File: config.mk
export PLATFORM = sky130hd
export DESIGN_NAME = atc_ctrl
export DESIGN_NICKNAME = d
export VERILOG_FILES = /design/src/atc_pkg.sv /design/src/atc_cmp_unit.sv /design/src/atc_ctrl.sv
export SDC_FILE = /design/constraint.sdc
export NUM_CORES = 1
export LEC_CHECK = 0
export ABC_AREA = 1
export BUFFER_PORTS_ARGS = -buffer_cell sky130_fd_sc_hd__buf_2
export CAP_MARGIN = 20
export CELL_PAD_IN_SITES_DETAIL_PLACEMENT = 0
export CELL_PAD_IN_SITES_GLOBAL_PLACEMENT = 1
export CORE_ASPECT_RATIO = 0.75
export CORE_MARGIN = 3
export CORE_UTILIZATION = 31
export DETAILED_ROUTE_END_ITERATION = 6
export PLACE_DENSITY_LB_ADDON = 0.12
export SLEW_MARGIN = 20
export SYNTH_ARGS = -nofsm -noshare
export SYNTH_HDL_FRONTEND = slang
export SYNTH_SLANG_ARGS = --single-unit
File: constraint.sdc
create_clock -name clk_i -period 1.7 [get_ports clk_i]
set_clock_uncertainty 0.1 [all_clocks]
set_input_delay 0.34 -clock clk_i [delete_from_list [all_inputs] [get_ports clk_i]]
set_output_delay 0.34 -clock clk_i [all_outputs]
set_load 0.02 [all_outputs]
File: src/atc_pkg.sv
// Package with register map, field positions and encodings of the converter control block
package atc_pkg;

  ////////////////////////////////////////////////////////////////////////////
  // Register byte offsets, one 32-bit word each
  localparam logic [7:0] OFS_CHAN_START = 8'h00;
  localparam logic [7:0] OFS_TRIG_CMP = 8'h04;
  localparam logic [7:0] OFS_RES_UPPER = 8'h08;
  localparam logic [7:0] OFS_RES_LOWER = 8'h0c;
  localparam logic [7:0] OFS_CMPV_UPPER = 8'h10;
  localparam logic [7:0] OFS_CMPV_LOWER = 8'h14;
  localparam logic [7:0] OFS_CONFIG = 8'h18;

  ////////////////////////////////////////////////////////////////////////////
  // Field positions
  localparam int DONE_BIT = 7;
  localparam int CHAN_LSB = 0;
  localparam int CHAN_W = 5;
  localparam int ACTIVE_BIT = 7;
  localparam int TRIG_SEL_BIT = 6;
  localparam int CMP_EN_BIT = 5;
  localparam int CMP_GE_BIT = 4;
  localparam int MODE_LSB = 2;
  localparam int MODE_W = 2;
  localparam int RES_W = 10;
  localparam int BYTE_W = 8;
  localparam int UPPER_W = 2;

  ////////////////////////////////////////////////////////////////////////////
  // Encodings and reset values
  localparam logic [4:0] CHAN_OFF = 5'h1f;
  localparam logic [1:0] MODE_EIGHT = 2'h0;
  localparam logic [1:0] MODE_TEN = 2'h2;
  localparam logic [4:0] CHAN_RESET = 5'h1f;
  localparam logic [1:0] MODE_RESET = 2'h0;
  localparam logic [7:0] CMPV_RESET = 8'h00;
  localparam logic [7:0] RES_RESET = 8'h00;

  typedef enum logic [1:0] {
    ST_IDLE,
    ST_ARMED,
    ST_BUSY
  } atc_state_t;

endpackage
File: src/atc_cmp_unit.sv
// Unsigned magnitude compare with selectable sense
`timescale 1ns/10ps
module atc_cmp_unit #(
  parameter int WIDTH = 10
) (
  input wire logic [WIDTH-1:0] result_i,
  input wire logic [WIDTH-1:0] level_i,
  input wire logic sense_ge_i,
  output logic hit_o
);

  wire ge_w = (result_i >= level_i);

  // Sense 1 is at-or-above, 0 is strictly below
  assign hit_o = sense_ge_i ? ge_w : ~ge_w;

endmodule // atc_cmp_unit

File: src/atc_ctrl.sv
// Trigger, compare and result register control of the converter, on classic Wishbone
//
// Overview of operation
// - Active flag set at start, cleared at end
// - Bit 6 picks software or hardware trigger
// - Software trigger: start on control write
// - Hardware trigger: start on trigger input
// - Bit 5 enables automatic compare
// - Bit 4 picks at-or-above versus below
// - Upper result holds top two bits
// - Eight-bit mode keeps upper result zero, unless a ten-bit result loads in the cycle of the mode write
// - Lower result holds low eight bits
// - Results load unless compare is false
// - Ten-bit upper read locks until lower read or config write
// - Results completed while locked are discarded
// - Eight-bit mode has no read lock
// - Upper compare used only in ten-bit
// - Lower compare used in both resolutions
// - Done flag set only if compare holds
// - Done cleared by control write or lower read
// - Control write aborts; in software trigger mode it also restarts unless off
// - Mode 00 is eight-bit, 10 ten-bit
//
// The register offsets and the Wishbone slave port were chosen for this implementation.
`timescale 1ns/10ps
module atc_ctrl #(
  parameter int ADDR_W = 8
) (
  input wire logic clk_i,
  input wire logic rst_i,
  input wire logic ce_i,
  input wire logic wb_cyc_i,
  input wire logic wb_stb_i,
  input wire logic wb_we_i,
  input wire logic [ADDR_W-1:0] wb_adr_i,
  input wire logic [3:0] wb_sel_i,
  input wire logic [31:0] wb_dat_i,
  output logic [31:0] wb_dat_o,
  output logic wb_ack_o,
  input wire logic hw_trigger_in_i,
  input wire logic conv_done_i,
  input wire logic [9:0] conv_data_i,
  output logic conv_start_o,
  output logic conv_abort_o,
  output logic conv_ten_bit_o,
  output logic [4:0] conv_channel_o
);

  ////////////////////////////////////////////////////////////////////////////
  // Bus decode
  logic ack_reg;
  logic [31:0] rdata_reg;
  wire req_w = wb_cyc_i & wb_stb_i & ~ack_reg;
  wire wr_w = req_w & wb_we_i & wb_sel_i[0];
  wire rd_w = req_w & ~wb_we_i;
  wire [7:0] ofs_w = wb_adr_i[7:0];
  wire [7:0] wbyte_w = wb_dat_i[7:0];
  wire hit_chan_w = (ofs_w == atc_pkg::OFS_CHAN_START);
  wire hit_trig_w = (ofs_w == atc_pkg::OFS_TRIG_CMP);
  wire hit_rup_w = (ofs_w == atc_pkg::OFS_RES_UPPER);
  wire hit_rlo_w = (ofs_w == atc_pkg::OFS_RES_LOWER);
  wire hit_cup_w = (ofs_w == atc_pkg::OFS_CMPV_UPPER);
  wire hit_clo_w = (ofs_w == atc_pkg::OFS_CMPV_LOWER);
  wire hit_cfg_w = (ofs_w == atc_pkg::OFS_CONFIG);
  wire wr_chan_w = wr_w & hit_chan_w;
  wire wr_trig_w = wr_w & hit_trig_w;
  wire wr_cup_w = wr_w & hit_cup_w;
  wire wr_clo_w = wr_w & hit_clo_w;
  wire wr_cfg_w = wr_w & hit_cfg_w;
  wire rd_rup_w = rd_w & hit_rup_w;
  wire rd_rlo_w = rd_w & hit_rlo_w;

  ////////////////////////////////////////////////////////////////////////////
  // Control state
  logic [4:0] chan_reg;
  logic trig_sel_reg;
  logic cmp_en_reg;
  logic cmp_ge_reg;
  logic [1:0] mode_reg;
  logic [1:0] cmpv_up_reg;
  logic [7:0] cmpv_lo_reg;
  logic [1:0] res_up_reg;
  logic [7:0] res_lo_reg;
  logic done_reg;
  logic lock_reg;
  atc_pkg::atc_state_t state_reg;
  atc_pkg::atc_state_t state_next;

  // Mode bit 3 alone decides; reserved codes follow their high bit
  wire ten_bit_w = mode_reg[1];
  wire [1:0] mode_wr_w = wbyte_w[atc_pkg::MODE_LSB +: atc_pkg::MODE_W];
  wire [4:0] chan_wr_w = wbyte_w[atc_pkg::CHAN_LSB +: atc_pkg::CHAN_W];
  wire chan_on_w = (chan_wr_w != atc_pkg::CHAN_OFF);

  ////////////////////////////////////////////////////////////////////////////
  // Hardware trigger pin, two-stage synchroniser then rising edge
  logic trg_s1_reg;
  logic trg_s2_reg;
  logic trg_s3_reg;
  wire trg_rise_w = trg_s2_reg & ~trg_s3_reg;

  ////////////////////////////////////////////////////////////////////////////
  // Compare and result path
  wire [9:0] level10_w = {cmpv_up_reg, cmpv_lo_reg};
  wire hit10_w;
  wire hit8_w;

  atc_cmp_unit #(
    .WIDTH(atc_pkg::RES_W)
  ) u_cmp10 (
    .result_i(conv_data_i),
    .level_i(level10_w),
    .sense_ge_i(cmp_ge_reg),
    .hit_o(hit10_w)
  );

  // Eight-bit compare never looks at the upper compare bits
  atc_cmp_unit #(
    .WIDTH(atc_pkg::BYTE_W)
  ) u_cmp8 (
    .result_i(conv_data_i[7:0]),
    .level_i(cmpv_lo_reg),
    .sense_ge_i(cmp_ge_reg),
    .hit_o(hit8_w)
  );

  wire cmp_hit_w = ten_bit_w ? hit10_w : hit8_w;
  wire pass_w = ~cmp_en_reg | cmp_hit_w;
  wire finish_w = conv_done_i & (state_reg == atc_pkg::ST_BUSY);
  // Lock only matters in ten-bit mode
  wire blocked_w = lock_reg & ten_bit_w;
  wire load_w = finish_w & pass_w & ~blocked_w;
  wire [1:0] up_next_w = ten_bit_w ? conv_data_i[9:8] : 2'h0;

  ////////////////////////////////////////////////////////////////////////////
  // Start decisions
  // A control write restarts in software-trigger mode unless the channel is off; aborts a busy conversion unless done arrives in the same cycle
  wire sw_start_w = wr_chan_w & chan_on_w & ~trig_sel_reg;
  wire hw_start_w = trg_rise_w & trig_sel_reg & (chan_reg != atc_pkg::CHAN_OFF)
                    & (state_reg != atc_pkg::ST_BUSY);
  wire abort_w = wr_chan_w & (state_reg == atc_pkg::ST_BUSY) & ~conv_done_i;

  always_comb begin
    state_next = state_reg;
    case (state_reg)
      atc_pkg::ST_IDLE: begin
        if (hw_start_w) begin
          state_next = atc_pkg::ST_BUSY;
        end else if (trig_sel_reg) begin
          state_next = atc_pkg::ST_ARMED;
        end
      end
      atc_pkg::ST_ARMED: begin
        if (hw_start_w) begin
          state_next = atc_pkg::ST_BUSY;
        end else if (~trig_sel_reg) begin
          state_next = atc_pkg::ST_IDLE;
        end
      end
      atc_pkg::ST_BUSY: begin
        if (finish_w | abort_w) begin
          state_next = trig_sel_reg ? atc_pkg::ST_ARMED : atc_pkg::ST_IDLE;
        end
      end
      default: begin
        state_next = atc_pkg::ST_IDLE;
      end
    endcase
    // Software start overrides, also restarting a busy conversion
    if (sw_start_w) begin
      state_next = atc_pkg::ST_BUSY;
    end
  end

  ////////////////////////////////////////////////////////////////////////////
  // Read data mux, unused bits read zero
  wire active_w = (state_reg == atc_pkg::ST_BUSY);
  wire [7:0] rd_chan_w = {done_reg, 2'h0, chan_reg};
  wire [7:0] rd_trig_w = {active_w, trig_sel_reg, cmp_en_reg, cmp_ge_reg, 4'h0};
  wire [7:0] rd_rup_v_w = {6'h00, res_up_reg};
  wire [7:0] rd_cup_v_w = {6'h00, cmpv_up_reg};
  wire [7:0] rd_cfg_w = {4'h0, mode_reg, 2'h0};
  wire [7:0] rd_byte_w = hit_chan_w ? rd_chan_w :
                         hit_trig_w ? rd_trig_w :
                         hit_rup_w ? rd_rup_v_w :
                         hit_rlo_w ? res_lo_reg :
                         hit_cup_w ? rd_cup_v_w :
                         hit_clo_w ? cmpv_lo_reg :
                         hit_cfg_w ? rd_cfg_w : 8'h00;

  ////////////////////////////////////////////////////////////////////////////
  // Bus handshake
  always_ff @(posedge clk_i) begin
    if (rst_i) begin
      ack_reg <= 1'b0;
      rdata_reg <= 32'h0000_0000;
    end else if (ce_i) begin
      ack_reg <= req_w;
      rdata_reg <= rd_w ? {24'h000000, rd_byte_w} : 32'h0000_0000;
    end
  end

  ////////////////////////////////////////////////////////////////////////////
  // Trigger synchroniser
  always_ff @(posedge clk_i) begin
    if (rst_i) begin
      trg_s1_reg <= 1'b0;
      trg_s2_reg <= 1'b0;
      trg_s3_reg <= 1'b0;
    end else if (ce_i) begin
      trg_s1_reg <= hw_trigger_in_i;
      trg_s2_reg <= trg_s1_reg;
      trg_s3_reg <= trg_s2_reg;
    end
  end

  ////////////////////////////////////////////////////////////////////////////
  // Software-written configuration
  always_ff @(posedge clk_i) begin
    if (rst_i) begin
      chan_reg <= atc_pkg::CHAN_RESET;
      trig_sel_reg <= 1'b0;
      cmp_en_reg <= 1'b0;
      cmp_ge_reg <= 1'b0;
      mode_reg <= atc_pkg::MODE_RESET;
      cmpv_up_reg <= 2'h0;
      cmpv_lo_reg <= atc_pkg::CMPV_RESET;
    end else if (ce_i) begin
      if (wr_chan_w) begin
        chan_reg <= chan_wr_w;
      end
      // Bits 3:0 are dropped, software keeps them zero
      if (wr_trig_w) begin
        trig_sel_reg <= wbyte_w[atc_pkg::TRIG_SEL_BIT];
        cmp_en_reg <= wbyte_w[atc_pkg::CMP_EN_BIT];
        cmp_ge_reg <= wbyte_w[atc_pkg::CMP_GE_BIT];
      end
      if (wr_cfg_w) begin
        mode_reg <= mode_wr_w;
      end
      if (wr_cup_w) begin
        cmpv_up_reg <= wbyte_w[1:0];
      end
      if (wr_clo_w) begin
        cmpv_lo_reg <= wbyte_w;
      end
    end
  end

  ////////////////////////////////////////////////////////////////////////////
  // Results, done flag and read lock
  always_ff @(posedge clk_i) begin
    if (rst_i) begin
      res_up_reg <= 2'h0;
      res_lo_reg <= atc_pkg::RES_RESET;
      done_reg <= 1'b0;
      lock_reg <= 1'b0;
      state_reg <= atc_pkg::ST_IDLE;
    end else if (ce_i) begin
      state_reg <= state_next;
      if (load_w) begin
        res_up_reg <= up_next_w;
        res_lo_reg <= conv_data_i[7:0];
      end else if (wr_cfg_w & (mode_wr_w != mode_reg)) begin
        // Old contents are stale anyway; clear upper so eight-bit reads zero
        res_up_reg <= 2'h0;
      end
      // Completion wins over a same-cycle clear
      if (load_w) begin
        done_reg <= 1'b1;
      end else if (wr_chan_w | rd_rlo_w) begin
        done_reg <= 1'b0;
      end
      if (rd_rlo_w | wr_cfg_w) begin
        lock_reg <= 1'b0;
      end else if (rd_rup_w & ten_bit_w) begin
        lock_reg <= 1'b1;
      end
    end
  end

  ////////////////////////////////////////////////////////////////////////////
  // Converter-side outputs
  logic start_reg;
  logic abort_reg;
  logic ten_reg;
  logic [4:0] chan_out_reg;

  always_ff @(posedge clk_i) begin
    if (rst_i) begin
      start_reg <= 1'b0;
      abort_reg <= 1'b0;
      ten_reg <= 1'b0;
      chan_out_reg <= atc_pkg::CHAN_RESET;
    end else if (ce_i) begin
      start_reg <= sw_start_w | hw_start_w;
      abort_reg <= abort_w;
      ten_reg <= ten_bit_w;
      chan_out_reg <= wr_chan_w ? chan_wr_w : chan_reg;
    end
  end

  assign wb_ack_o = ack_reg;
  assign wb_dat_o = rdata_reg;
  assign conv_start_o = start_reg;
  assign conv_abort_o = abort_reg;
  assign conv_ten_bit_o = ten_reg;
  assign conv_channel_o = chan_out_reg;

endmodule // atc_ctrl

==> impl_metrics.json <==
{
  "portBuffers": 51,
  "insertion_delay_ps": 300,
  "total_power_mw": 2.79,
  "reg2reg_slack_ps": -260,
  "clkSinkCount": 49,
  "min-delay-start": "hw_trigger_in_i",
  "status": "finished, violations left",
  "worstMarginPinSlew_ps": 630,
  "met2_usage_pct": 24.9,
  "dieArea_um2": 10500,
  "synthCells": 412,
  "worst_setup_path_start_kind": "flip-flop",
  "yosys.area.top_type": "dfxtp_1",
  "path_cells": "inv_2, ha_4, nand2_4, nor2_4, nand2_2, nand2_1, nand2_1, nand3_2, nand2_2, nand2_2, nand3_4, nand3_4, nand3_2, nand2_1, nor2_1",
  "synth_compound_area_share_pct": 17.0,
  "rsz0062_at_grt": "true",
  "crit_arrival_ps": 2060,
  "ctsRootBufferMaster": "clkbuf_16",
  "max_freq_mhz": 509,
  "ios": 103,
  "stdcell_area_um2": 4110,
  "busiest_layer": "met1",
  "hpwl_mm": 6.96,
  "dieWidth_um": 117,
  "viasPerCell": 4.52,
  "crit_required_ps": 1790,
  "syn-cell-area_um2": 2880,
  "crit_family": "simple AND/OR/NAND/NOR gates",
  "drc": 0,
  "slowest_delay_ps": 320,
  "period_needed_ps": 1960,
  "regArea_um2": 993,
  "grt_max_degree": 34,
  "crit_buf_inv": 1,
  "area_growth_pct": 42.7,
  "period_share_pct": 115,
  "cts_buffer_depth": 2,
  "critPathKind": "reg -> reg",
  "rr_worst_depth": 15,
  "yosys.area.top_type_share_pct": 34.1,
  "grt_pass1_wl_mm": 14.0,
  "first_global_vias": 2721,
  "dr.pass1.iters": 4,
  "power_density_nw_per_um2": 679,
  "track_usage_pct": 17.7,
  "drt_iter0_markers": 172,
  "crit_slowest_cell": "dfxtp_2",
  "endpoint": "res_up_reg[1]$_SDFFE_PP0P_",
  "use_met1_pct": 27.6,
  "critPathMaxFanout": 6,
  "globalRouteOverflowTotal": 0,
  "final_net_count": 595,
  "synth_area_per_cell_um2": 6.98,
  "finalHoldViolCount": 0,
  "timing.rr.start": "cmpv_lo_reg[5]$_SDFFE_PP0P_",
  "start_util_pct": 32.9,
  "antenna_found_initial": 0,
  "irDropWorstVdd_uv": 361,
  "synth_top_family_by_area": "simple AND/OR/NAND/NOR gates",
  "core_um2": 8740,
  "multi_input_area_um2": 1800,
  "worst_slack_ps": -263,
  "yosys_warnings": 0,
  "fin_tns_setup_ps": -2710,
  "placed_cell_area_um2": 3700,
  "cts_made_buffers": 5,
  "crit_start": "cmpv_lo_reg[5]$_SDFFE_PP0P_",
  "drtAntennaViolNets": 0,
  "slew_headroom_pct": 57.9,
  "row_count": 29,
  "antenna_cells": 0,
  "synthAdderAreaFrac_pct": 4.35,
  "maxSlewViolCount": 0,
  "drive_gt1_share_pct": 40.8,
  "yosysUniqueCellTypes": 36,
  "die_y_um": 89.4,
  "dpl_worst_slack_ps": -415,
  "nFillCells": 884,
  "gp_congestion": 0.800,
  "synth_xor_area_share_pct": 0.304,
  "htreeDepth": 2,
  "power.leakage_nw": 1.85,
  "grtUsageMet3_pct": 3.18,
  "synth_mux_area_share_pct": 0,
  "ctsHoldBuffers": 0,
  "min_path_type": "in -> reg",
  "worst-path-stages": 15,
  "fin_util_pct": 47.0,
  "setup_viol": 11,
  "cp-end-kind": "flip-flop",
  "synth-seq-cells": 49,
  "wl_mm": 9.04,
  "tritoncts": "done",
  "vias": 2930,
  "synth-simple-area-share_pct": 27.9,
  "rr_endpoint": "res_up_reg[1]$_SDFFE_PP0P_",
  "synth_area_leaders": "dfxtp_1 (34%), nand2_1 (10%), inv_1 (7.7%), nor2_1 (6.7%), buf_4 (6.5%)",
  "violations": "setup timing",
  "clk_pin_slew_ps": 70,
  "wl_per_cell_um": 13.9,
  "maxCapViolCount": 0,
  "ys_seq_area_share_pct": 34.1
}
==> worst min path at each step <==
stage / to / slack, ps / depth (start not counted)
2_1_floorplan: res_lo_reg[0]$_SDFFE_PP0P_ / 340 / 2
3_3_place_gp: wb_dat_o[5]$_SDFFE_PP0P_ / 350 / 2
3_5_place_dp: wb_dat_o[7]$_SDFFE_PP0P_ / 350 / 2
4_1_cts: trg_s1_reg$_SDFFE_PP0P_ / 190 / 3
5_1_grt: trg_s1_reg$_SDFFE_PP0P_ / 200 / 3
6_report: trg_s1_reg$_SDFFE_PP0P_ / 180 / 3
==> per-stage QoR <==
step	hold WS [ps]	std cells
after detailed placement	353	632
after global routing	204	648
after CTS	189	645
after global placement	354	632
after floorplan	341	435
final	179	648
==> cells by family (layout without fill, tap and decap cells) <==
| family | count (synthesis) | after routing |
|---|---|---|
| xor+xnor | 1 | 1 |
| simple gates | 174 | 176 |
| buf+inv | 96 | 183 |
| flops | 49 | 49 |
| other cells | 1 | 24 |
| fa+ha+maj | 10 | 10 |
| compound gates | 81 | 81 |
==> synth_stat cells, drive strengths merged <==
master	instances
nand2	84
inv	62
nor2	57
dfxtp	49
a21oi	30
buf	28
o21ai	26
nand3	18
ha	10
o211ai	9
nand4	7
clkbuf	6
nor3	5
o221ai	4
o22ai	4
a211oi	3
nand3b	2
o31ai	2
a31oi	1
a41oi	1
conb	1
nor4	1
o21bai	1
xnor2	1
==> worst min-delay path, stage by stage <==
cell and delay (ps):
buf_2 80, nor2_1 40, nor2_1 90
==> cell type report <==
type | count | area share [%]
Clock buffer | 6 | 3.38
Sequential cell | 49 | 24.2
Timing Repair Buffer | 113 | 18.0
Tap cell | 124 | 3.78
Multi-Input combinational cell | 292 | 43.9
Inverter | 62 | 5.85
Clock inverter | 2 | 0.914
==> placed cells by master, fill, tap and decap left out, types with 4 or more instances in the layout <==
cell type and count:
dfxtp_2 10, o22ai_1 4, inv_2 15, nand3_1 11
nand3_2 5, o21ai_0 25, nor2_4 6, dfxtp_1 39
nand2_2 18, inv_1 44, nand2_1 63, buf_4 59
a21oi_1 25, nor2_1 42, buf_2 51, nand3_4 4
clkbuf_16 5, nand4_1 7, o221ai_1 4, ha_4 9
conb_1 24, nor2_2 9, a21oi_2 5, o211ai_1 9
==> routing by layer <==
metal | routed length (µm) | vias up
met4 | 104 | 0
li1 | - | 1516
met1 | 4730 | 1319
met2 | 3680 | 86
met3 | 529 | 9
met5 | 0 | -
==> power by group <==
group	internal [mW]	switching, mW
Clock	0.735	0.463
Combinational	0.156	0.256
Sequential	1.17	0.00961
==> timing repair <==
item / in CTS / in global routing
setup buffers: 3 / 3
pin swaps: 22 / 23
gates cloned: 2 / 0
endpoints found under the setup margin: 29 / 34
resized for setup: 18 / 42
No activity file was read; power rests on OpenSTA's default activity.
